$ cat config.mk
export PLATFORM = sky130hd
export DESIGN_NAME = lpms_sequencer
export DESIGN_NICKNAME = d
export VERILOG_FILES = /design/src/rtl/lpms_pkg.sv /design/src/rtl/lpms_edge.sv /design/src/rtl/lpms_sequencer.sv
export SDC_FILE = /design/constraint.sdc
export NUM_CORES = 1
export LEC_CHECK = 0
export BUFFER_PORTS_ARGS = -buffer_cell sky130_fd_sc_hd__buf_2
export CAP_MARGIN = 5
export CORE_MARGIN = 2
export CORE_UTILIZATION = 45
export CTS_CLUSTER_SIZE = 40
export DETAILED_ROUTE_END_ITERATION = 6
export GPL_TIMING_DRIVEN = 1
export PLACE_DENSITY = 0.81
export SETUP_SLACK_MARGIN = 0.1
export SLEW_MARGIN = 15
export SYNTH_ARGS = -nofsm -noshare
export SYNTH_HDL_FRONTEND = slang
export SYNTH_SLANG_ARGS = --single-unit
export TNS_END_PERCENT = 100
$ cat constraint.sdc
create_clock -name ref_clk -period 2.16 [get_ports ref_clk]
set_input_delay 0.108 -clock ref_clk [delete_from_list [all_inputs] [get_ports ref_clk]]
set_output_delay 0.108 -clock ref_clk [all_outputs]
set_load 0.05 [all_outputs]
$ cat src/rtl/lpms_pkg.sv
// lpms_pkg: shared constants and types of the low power mode sequencer
// assumes a single 10 MHz ref_clk domain and plain control ports
package lpms_pkg;
	localparam int unsigned CLK_HZ = 10000000;
	// reset stretch after supply recovery or wakeup, in ns
	localparam int unsigned RESET_HOLD_NS = 2000;
	localparam int unsigned RESET_HOLD_CYC = (RESET_HOLD_NS * (CLK_HZ / 1000000) + 999) / 1000;
	localparam logic [7:0] RESET_HOLD_CNT = RESET_HOLD_CYC[7:0];
	localparam logic [7:0] CNT_ZERO = 8'h00;
	localparam logic [7:0] CNT_ONE = 8'h01;
	localparam int unsigned EDGE_LINES = 16;
	localparam int unsigned WAKE_SRC = EDGE_LINES + 2;
	// regulator mode encodings on reg_mode
	localparam logic [1:0] REG_MAIN = 2'h0;
	localparam logic [1:0] REG_LOWPOWER = 2'h1;
	localparam logic [1:0] REG_POWERDOWN = 2'h2;
	// monitor trigger selection bits
	localparam int unsigned TRIG_FALL_BIT = 0;
	localparam int unsigned TRIG_RISE_BIT = 1;
	typedef enum logic [2:0] {
		LPMS_RESET,
		LPMS_RUN,
		LPMS_SLEEP,
		LPMS_STOP,
		LPMS_STANDBY
	} lpms_state_t;
endpackage

$ cat src/rtl/lpms_edge.sv
// lpms_edge: rising and falling edge detector for a vector of lines, against a registered previous sample
// assumes inputs synchronous to ref_clk
module lpms_edge
	import lpms_pkg::*;
#(
	parameter int unsigned W = 1
) (
	input wire logic ref_clk, // system clock
	input wire logic rst_n, // synchronous reset, active low
	input wire logic [W-1:0] level_in, // lines to watch
	output logic [W-1:0] rise, // one-cycle rising pulse
	output logic [W-1:0] fall // one-cycle falling pulse
);
	logic [W-1:0] prev;
	logic [W-1:0] next_prev;

	// previous sample
	always_comb begin
		next_prev = level_in;
	end

	always_ff @(posedge ref_clk) begin
		if (!rst_n) begin
			prev <= '0;
		end else begin
			prev <= next_prev;
		end
	end

	// combinational pulses, one cycle wide
	assign rise = level_in & ~prev;
	assign fall = ~level_in & prev;
endmodule

$ cat src/rtl/lpms_sequencer.sv
// lpms_sequencer: supply supervision, regulator mode and low-power mode sequencing
// assumes all inputs synchronous to ref_clk; analog comparators outside give levels
module lpms_sequencer
	import lpms_pkg::*;
(
	input wire logic ref_clk, // system clock
	input wire logic rst_n, // synchronous reset, active low
	input wire logic supply_below_reset, // supply under reset threshold
	input wire logic supply_below_monitor, // supply under monitor threshold
	input wire logic monitor_enable, // software enable of monitor
	input wire logic [1:0] monitor_trigger, // bit0 fall, bit1 rise
	input wire logic stop_lowpower_sel, // regulator low-power in stop
	input wire logic sleep_request, // processor asks for sleep
	input wire logic deep_request, // processor asks for stop/standby
	input wire logic standby_select, // deep request means standby
	input wire logic periph_event, // any peripheral interrupt or event
	input wire logic [EDGE_LINES-1:0] edge_wake_lines, // external edge lines
	input wire logic rtc_alarm, // RTC alarm pulse or level
	input wire logic wake_pin, // wake pin level
	input wire logic external_reset_pin_n, // external reset pin, active low
	input wire logic watchdog_reset, // independent watchdog reset request
	output logic system_reset_n, // device reset, active low
	output logic monitor_irq, // monitor interrupt request pulse
	output logic monitor_out, // monitor comparator output
	output logic [1:0] reg_mode, // regulator mode
	output logic reg_enable, // regulator enabled
	output logic reg_out_en, // regulator output driven
	output logic cpu_clk_en, // processor clock enable
	output logic core_clk_en, // core domain clocks enable
	output logic periph_clk_en, // peripheral clocks enable
	output logic pll_en, // PLL enable
	output logic internal_fast_rc_en, // internal fast RC enable
	output logic external_fast_osc_en, // external fast oscillator enable
	output logic default_clk_sel, // default clock forced
	output logic core_power_en, // core domain powered
	output logic state_retained, // SRAM and registers retained
	output logic lowspeed_keep_en, // RTC/watchdog and their clocks on
	output logic standby_flag // woke from standby, cleared by reset
);
	lpms_state_t state, next_state;
	logic [7:0] hold_cnt, next_hold_cnt;
	logic standby_wake, next_standby_wake;
	logic irq, next_irq;
	logic [1:0] mode, next_mode;
	// positions of the monitor and wake pin in the shared detector vector
	localparam int unsigned MON_POS = EDGE_LINES;
	localparam int unsigned WAKE_POS = EDGE_LINES + 1;
	logic [WAKE_SRC-1:0] edge_rise;
	logic [WAKE_SRC-1:0] edge_fall;
	logic [EDGE_LINES-1:0] line_rise;
	logic mon_rise;
	logic mon_fall;
	logic wake_rise;
	logic stop_wake;
	logic standby_exit;

	// one edge detector covers the lines, the ungated supply_below_monitor level and the wake pin
	lpms_edge #(.W(WAKE_SRC)) u_edge (
		.ref_clk(ref_clk),
		.rst_n(rst_n),
		.level_in({wake_pin, supply_below_monitor, edge_wake_lines}),
		.rise(edge_rise),
		.fall(edge_fall)
	);

	// split the detector vector; only the monitor needs its falling edge
	assign line_rise = edge_rise[EDGE_LINES-1:0];
	assign mon_rise = edge_rise[MON_POS];
	assign mon_fall = edge_fall[MON_POS];
	assign wake_rise = edge_rise[WAKE_POS];

	// monitor output: falling supply means comparator output rising
	assign monitor_out = monitor_enable & supply_below_monitor;
	// either monitor crossing is an edge line, so both wake stop when enabled
	assign stop_wake = (|line_rise) | (monitor_enable & (mon_rise | mon_fall)) | rtc_alarm;
	// reset pin is a level here, honoured only in standby and the reset stretch
	assign standby_exit = !external_reset_pin_n | watchdog_reset | wake_rise | rtc_alarm;

	// state sequencing; reset counter stretches release
	always_comb begin
		next_state = state;
		next_hold_cnt = hold_cnt;
		next_standby_wake = standby_wake;
		case (state)
			LPMS_RESET: begin
				// supply low keeps counter reloaded, so reset never releases
				if (supply_below_reset || !external_reset_pin_n) begin
					next_hold_cnt = RESET_HOLD_CNT;
				end else if (hold_cnt > CNT_ONE) begin
					next_hold_cnt = hold_cnt - CNT_ONE;
				end else begin
					next_hold_cnt = CNT_ZERO;
					next_state = LPMS_RUN;
				end
			end
			LPMS_RUN: begin
				next_standby_wake = standby_wake;
				// sleep wins when both requests are up
				if (sleep_request) begin
					next_state = LPMS_SLEEP;
				end else if (deep_request && standby_select) begin
					next_state = LPMS_STANDBY;
				end else if (deep_request) begin
					next_state = LPMS_STOP;
				end
			end
			LPMS_SLEEP: begin
				if (periph_event) begin
					next_state = LPMS_RUN;
				end
			end
			LPMS_STOP: begin
				if (stop_wake) begin
					next_state = LPMS_RUN;
				end
			end
			LPMS_STANDBY: begin
				// state is gone, so restart through the reset stretch
				if (standby_exit) begin
					next_state = LPMS_RESET;
					next_hold_cnt = RESET_HOLD_CNT;
					next_standby_wake = 1'b1;
				end
			end
			default: begin
				next_state = LPMS_RESET;
				next_hold_cnt = RESET_HOLD_CNT;
			end
		endcase
		// supply collapse overrides every mode
		if (supply_below_reset) begin
			next_state = LPMS_RESET;
			next_hold_cnt = RESET_HOLD_CNT;
			next_standby_wake = 1'b0;
		end
	end

	always_ff @(posedge ref_clk) begin
		if (!rst_n) begin
			state <= LPMS_RESET;
			hold_cnt <= RESET_HOLD_CNT;
			standby_wake <= 1'b0;
		end else begin
			state <= next_state;
			hold_cnt <= next_hold_cnt;
			standby_wake <= next_standby_wake;
		end
	end

	// monitor interrupt on selected crossings, only while enabled
	always_comb begin
		next_irq = monitor_enable & ((monitor_trigger[TRIG_FALL_BIT] & mon_rise)
			| (monitor_trigger[TRIG_RISE_BIT] & mon_fall));
	end

	always_ff @(posedge ref_clk) begin
		if (!rst_n) begin
			irq <= 1'b0;
		end else begin
			irq <= next_irq;
		end
	end

	// regulator mode per state
	always_comb begin
		case (next_state)
			LPMS_STOP: next_mode = stop_lowpower_sel ? REG_LOWPOWER : REG_MAIN;
			LPMS_STANDBY: next_mode = REG_POWERDOWN;
			default: next_mode = REG_MAIN;
		endcase
	end

	always_ff @(posedge ref_clk) begin
		if (!rst_n) begin
			mode <= REG_MAIN;
		end else begin
			mode <= next_mode;
		end
	end

	// run and sleep keep the fast clock tree alive
	function automatic logic clocks_running(input lpms_state_t s);
		return (s == LPMS_RUN) || (s == LPMS_SLEEP);
	endfunction

	// the regulator drives its output in every mode except power-down
	function automatic logic regulator_on(input logic [1:0] m);
		return m != REG_POWERDOWN;
	endfunction

	// outputs decoded from registered state
	assign system_reset_n = (state != LPMS_RESET) && (state != LPMS_STANDBY);
	assign monitor_irq = irq;
	assign reg_mode = mode;
	assign reg_enable = regulator_on(mode);
	assign reg_out_en = regulator_on(mode);
	assign cpu_clk_en = (state == LPMS_RUN);
	assign periph_clk_en = clocks_running(state);
	assign core_clk_en = clocks_running(state) || (state == LPMS_RESET);
	assign pll_en = clocks_running(state);
	// fast RC also runs during reset since it is the default clock
	assign internal_fast_rc_en = (state != LPMS_STOP) && (state != LPMS_STANDBY);
	assign external_fast_osc_en = clocks_running(state);
	assign default_clk_sel = (state == LPMS_RESET);
	assign core_power_en = (state != LPMS_STANDBY);
	assign state_retained = (state != LPMS_STANDBY);
	assign lowspeed_keep_en = 1'b1;
	assign standby_flag = standby_wake;
endmodule

==> impl_metrics.ini, run 1 <==
[clock_tree]
cts.sink_count = 33
ctsHtreeMaxLevel = 2
cts.repair_timing.setup_buffer_count = 0
clock_path_buffers = 2
ctsResizeCount = 0
cts_hold_repair.buffers = 20
cts_inserted_buffers = 5
tritoncts = built
cts.clk_slew.worst_paths_ns = 0.11
clock_latency_ns = 0.34
buffer_type_at_the_clock_tree_root = sky130_fd_sc_hd__clkbuf_4

[detailed_routing]
post_drt_wl_per_cell_um = 11.6
dr.pass1.iters = 4
wirelength_um = 3470
final_antenna_net_count = 0
remaining_drc_errors = 0
vias = 1443
drt_iter0_markers = 67
via_per_inst = 4.84

[global_routing]
globalRouteMet2Util_pct = 31.8
antenna_violations_before_repair = 0
grt_use_met1_pct = 22.2
grt-ovfl-total = 0
first_global_vias = 1338
gr-usage-all-layers_pct = 19.0
most_heavily_used_metal_layer_in_global_routing = met2
grt_first_pass_wirelength_um = 5870
largest_net_degree_at_the_start_of_global_routing = 22
globalRouteMet3Util_pct = 4.64

[min_path]
min_path_type = input pin to flop

[die]
fp.coreArea_um2 = 3340
initial_core_util_pct = 47.2
placement_rows = 21
pin_count = 50
horizontal_die_dimension_um = 63.1
floorplan.die.height_um = 63.1
dieArea_um2 = 3990

[yosys]
count_of_state_elements_after_synthesis = 33
synth_cells = 188
ys_async_sr_fraction_pct = 0
synth.yosys.warnings = 0
synth-seq-area-share_pct = 42.0
postSynthAreaPerCell_um2 = 8.37
postSynth.topFlopCell = sky130_fd_sc_hd__dfxtp_1
net_count_after_synthesis = 224
synthesis.area_um2 = 1570
post_synth_num_cell_types = 46
synth-edff-count = 0

[layout]
n_antenna_cell = 0
register_area_um2 = 661
final_core_utilization_pct = 62.5
flow.area_growth_from_synthesis_pct = 32.5
layout_common_cells = 48 x sky130_fd_sc_hd__buf_2, 33 x sky130_fd_sc_hd__dfxtp_1, 23 x sky130_fd_sc_hd__inv_1
nFillCells = 314
final_nets = 287
drive_gt1_share_pct = 25.8
multi_input_area_um2 = 749
most_common_cell_after_layout_fill_and_taps_aside = sky130_fd_sc_hd__buf_2

[critical_path]
cp_data_arrival_time_ns = 2.13
cp_top_family = simple AND/OR/NAND/NOR gates
timing.critical_path.to_type = flop
timing.critical_path.fanout_max = 7
timing.critical_path.required_ns = 2.41
critical_path.slowest_cell = sky130_fd_sc_hd__or4_4
timing.critical_path.slowest_cell_delay_ns = 0.57
path_buf_inv = 0
setup.worst_path.class = flop to flop
crit_path_start_kind = flop
cp_cell_sequence = or4_4 -> nor4_4 -> or4_1 -> a21oi_1 -> a211o_1

[sta]
finalHoldWorstSlack_ns = 0.00900
setup_total_negative_slack_ns = 0
setup_viol = 0
setup_repair_after_global_routing_missed_its_margin = no
slew_viol_final = 0
fmax_mhz = 531
post-route-min-period_ns = 1.88
final.setup_skew_ns = 0.0141
timing.final.crit_share_pct = 87.1
hold_viol_final = 0

[power_and_ir_drop]
power_per_cell_area_nw_per_um2 = 599
vdd.ir_drop.worst_mv = 0.415
static_leakage_nw = 0.942

[placed_design]
routabilityCongestion = 0.844
io_buffer_count = 48
post-dp-hpwl_um = 2350

[flow_run]
drv.max_cap_violation_count = 0

[outcome]
run_status = finished clean
==> path summary, 6_finish.rpt <==
| path | start | to | slack, ns | cells after the start |
|---|---|---|---|---|
| worst max-delay path | hold_cnt[3] | hold_cnt[4] | 0.28 | 5 |
| worst min-delay path | supply_below_monitor | u_edge.prev[16] | 0.009 | 2 |
| worst max register to register | hold_cnt[3] | hold_cnt[4] | 0.28 | 5 |
| worst min register to register | standby_flag | standby_flag | 0.50 | 2 |
==> Yosys cell counts, types with 2 or more instances <==
master	instances	area (µm²)
sky130_fd_sc_hd__or4_1	2	15.0
sky130_fd_sc_hd__nand2b_1	5	31.3
sky130_fd_sc_hd__or3_1	5	31.3
sky130_fd_sc_hd__nor4_1	2	12.5
sky130_fd_sc_hd__nand2_1	8	30.0
sky130_fd_sc_hd__nor2_1	21	78.8
sky130_fd_sc_hd__a31oi_1	4	25.0
sky130_fd_sc_hd__nor2b_1	4	25.0
sky130_fd_sc_hd__clkbuf_1	4	15.0
sky130_fd_sc_hd__a21oi_1	5	25.0
sky130_fd_sc_hd__a221oi_1	2	17.5
sky130_fd_sc_hd__ha_1	4	50.1
sky130_fd_sc_hd__dfxtp_1	33	661
sky130_fd_sc_hd__o21ai_0	2	10.0
sky130_fd_sc_hd__a22oi_1	2	15.0
sky130_fd_sc_hd__inv_1	23	86.3
sky130_fd_sc_hd__and2_1	18	113
sky130_fd_sc_hd__nand3_1	3	15.0
sky130_fd_sc_hd__buf_4	7	52.6
sky130_fd_sc_hd__o22ai_1	7	43.8
sky130_fd_sc_hd__nor3b_1	2	15.0
==> registers in the layout, indices dropped and copies added, names as in the netlist <==
signal and count:
hold_cnt 8, reg_mode 2, u_edge.prev 18, state 3, monitor_irq 1, standby_flag 1
==> cells by family after synthesis <==
family / Yosys count / share of synthesized area [%]
AO/OA/AOI/OAI: 30 / 12.7
other: 1 / 0.238
multiplexers: 1 / 0.636
flip-flops: 33 / 42.0
AND/OR/NAND/NOR: 82 / 30.3
buffers and inverters: 36 / 10.4
adder cells (fa/ha/maj): 4 / 3.18
XOR/XNOR: 1 / 0.557
==> report_power, final <==
part | internal, mW | switching [mW]
Combinational | 0.0741 | 0.0636
Clock | 0.245 | 0.232
Sequential | 0.628 | 0.00693
Total | 0.948 | 0.303
==> metal layers <==
metal	vias up	part of all wire [%]
met5	-	0
met4	0	2.5
met3	10	5.3
met2	49	49
met1	639	43
li1	745	-
==> stage by stage <==
step | setup slack [ns] | total power, mW | instance area [µm²] | instances
global route | 0.161 | 1.31 | 2090 | 298
floorplan | 0.331 | 0.714 | 1570 | 188
global placement | 0.348 | 0.755 | 1800 | 270
detailed placement | 0.323 | 0.758 | 1800 | 270
CTS | 0.294 | 1.26 | 2090 | 298
finish | 0.278 | 1.25 | 2090 | 298
==> area by class of cell <==
class	instances	area share, %
Clock buffer	5	1.80
Clock inverter	3	2.22
Inverter	23	4.14
Multi-Input combinational cell	119	35.9
Sequential cell	33	31.7
Tap cell	46	2.76
Timing Repair Buffer	69	21.5
Power figures use the tool's default switching activity.
==> run 2: changes to the inputs <==
--- a/config.mk
+++ b/config.mk
@@ -12,8 +12,9 @@
 export CTS_CLUSTER_SIZE = 40
 export DETAILED_ROUTE_END_ITERATION = 6
 export GPL_TIMING_DRIVEN = 1
+export HOLD_SLACK_MARGIN = 0.1
 export PLACE_DENSITY = 0.81
-export SETUP_SLACK_MARGIN = 0.1
+export SETUP_SLACK_MARGIN = 0.2
 export SLEW_MARGIN = 15
 export SYNTH_ARGS = -nofsm -noshare
 export SYNTH_HDL_FRONTEND = slang
==> constraint.sdc (replaced) <==
create_clock -name ref_clk -period 2 [get_ports ref_clk]
set_input_delay 0.1 -clock ref_clk [delete_from_list [all_inputs] [get_ports ref_clk]]
set_output_delay 0.1 -clock ref_clk [all_outputs]
set_load 0.05 [all_outputs]
==> run 2 against run 1 <==
Wire length up 8.3%. First-iteration DRC count down 24%. Clock skew down 0.00082 ns. Global-route usage up 2.0 points. Non-clock buffer count up 5. Hold slack better by 0.16 ns. Utilization up 1.5 points.
==> impl_metrics.ini, run 2 (same netlist as run 1, synthesis figures left out) <==
[outcome]
run_status = finished clean

[placed_design]
post-place-ws_ns = 0.139
place_inst = 272
io_buffer_count = 48
post-dp-hpwl_um = 2500
routabilityCongestion = 0.805
dpl_cell_area_um2 = 1820

[sta]
setup_viol = 0
setup_repair_after_global_routing_missed_its_margin = yes
setup_ws_post_layout_ns = 0.156
setup_total_negative_slack_ns = 0
finalHoldWorstSlack_ns = 0.170
fmax_mhz = 542
post-route-min-period_ns = 1.84
final.setup_skew_ns = 0.0133
hold_viol_final = 0
slew_viol_final = 0
timing.final.crit_share_pct = 92.2

[clock_tree]
buffer_type_at_the_clock_tree_root = sky130_fd_sc_hd__clkbuf_4
cts_inserted_buffers = 5
tritoncts = built
cts.clk_slew.worst_paths_ns = 0.10
cts.sink_count = 33
clock_path_buffers = 2
clock_latency_ns = 0.34
ctsHtreeMaxLevel = 2

[min_path]
timing.hold.worst_path_depth = 2
min_path_type = input pin to flop
hold_path.startpoint = rst_n

[detailed_routing]
wirelength_um = 3760
post_drt_wl_per_cell_um = 12.4
via_per_inst = 4.94
final_antenna_net_count = 0
dr.pass1.iters = 4
vias = 1491
remaining_drc_errors = 0
drt_iter0_markers = 51

[die]
dieArea_um2 = 3990
floorplan.die.height_um = 63.1
horizontal_die_dimension_um = 63.1
pin_count = 50
initial_core_util_pct = 47.2
placement_rows = 21
fp.coreArea_um2 = 3340

[layout]
nFillCells = 302
most_common_cell_after_layout_fill_and_taps_aside = sky130_fd_sc_hd__buf_2
final_nets = 292
layout_common_cells = 48 x sky130_fd_sc_hd__buf_2, 28 x sky130_fd_sc_hd__dfxtp_1, 23 x sky130_fd_sc_hd__inv_1
reg_top3 = u_edge.prev (18), hold_cnt (8), state (3)
drive_gt1_share_pct = 30.1
largest_register_ff_count = 18
fin_area_um2 = 2140
registers.top_by_ff_count = u_edge.prev
instances_no_fill = 302
flow.area_growth_from_synthesis_pct = 35.8
n_antenna_cell = 0
final_core_utilization_pct = 64.0

[global_routing]
largest_net_degree_at_the_start_of_global_routing = 22
antenna_violations_before_repair = 0
grt-ovfl-total = 0
grt_first_pass_wirelength_um = 6320
gr-usage-all-layers_pct = 21.0
first_global_vias = 1470

[critical_path]
regToRegStartpoint = hold_cnt[1]
reg2regPathDepth = 5
path_buf_inv = 0
timing.critical_path.required_ns = 2.20
crit_path_start_kind = flop
setup.worst_path.class = flop to flop
timing.critical_path.fanout_max = 4
timing.critical_path.to_type = flop
critical-path-top-cell-by-count = sky130_fd_sc_hd__or3_4
cp_cell_sequence = or3_4 -> or3_4 -> or4_1 -> a21oi_1 -> a211oi_1
cp_data_arrival_time_ns = 2.05
crit_cells = 5
worstSetupStartpoint = hold_cnt[1]
timing.critical_path.slowest_cell_delay_ns = 0.40
cp_top_family = simple AND/OR/NAND/NOR gates
critical_path.slowest_cell = sky130_fd_sc_hd__or4_1

[flow_run]
drv.max_cap_violation_count = 0

[power_and_ir_drop]
power_per_cell_area_nw_per_um2 = 573
static_leakage_nw = 0.961
vdd.ir_drop.worst_mv = 0.484
power_mw = 1.22
## run 2: changes by cell type in the layout (fill, tap and decap cells not counted), sizes merged
cell / change
buf: +3
bufinv: -1
clkbuf: +1
clkinv: -1
dlygate4sd3: +2
## run 2: cell type report
cell class	count	area, µm²	area share [%]
multi-input cells	119	774	36.2
flip-flops and latches	33	669	31.3
repair buffers	74	490	23.0
inverters	23	86.3	4.04
well taps	46	57.6	2.69
clock buffers	6	51.3	2.40
clock inverters	1	7.51	0.351
## run 2: worst register-to-register path, delay by kind of cell, from the launching register on
family             cells  cell delay, ns
AOI/OAI and AO/OA      2            0.20
DFF                    1            0.34
and+or+nand+nor        3            1.17
## run 2: worst paths after layout
check | endpoint | slack, ns
setup / recovery | hold_cnt[7] | 0.16
hold reg to reg | standby_flag | 0.48
setup reg to reg | hold_cnt[7] | 0.16
hold / removal | state[1] | 0.17
## run 2: repair_timing
| item | CTS | global route |
|---|---|---|
| setup buffers | 0 | 1 |
| hold buffers | 22 | 0 |
| pin swaps | 4 | 3 |
| resized for setup | 7 | 4 |
| endpoints found under the setup margin | 8 | 9 |
| hold endpoints to repair | 22 | 0 |
## run 2: power by group
group | leakage (nW) | switching [mW] | internal, mW | total, mW
Combinational | 0.658 | 0.0719 | 0.0853 | 0.157
Sequential | 0.273 | 0.00781 | 0.677 | 0.685
Clock | 0.0303 | 0.218 | 0.164 | 0.383
Total | 0.961 | 0.298 | 0.927 | 1.22
## run 2: routing by layer
| metal | vias to the layer above | track usage [%] | wire, µm | share of wire, % |
|---|---|---|---|---|
| li1 | 753 | - | - | - |
| met1 | 676 | 22.1 | 1550 | 41 |
| met2 | 53 | 36.7 | 1890 | 50 |
| met3 | 9 | 8.04 | 234 | 6.2 |
| met4 | 0 | 9.72 | 82 | 2.2 |
| met5 | - | 0 | 0 | 0 |
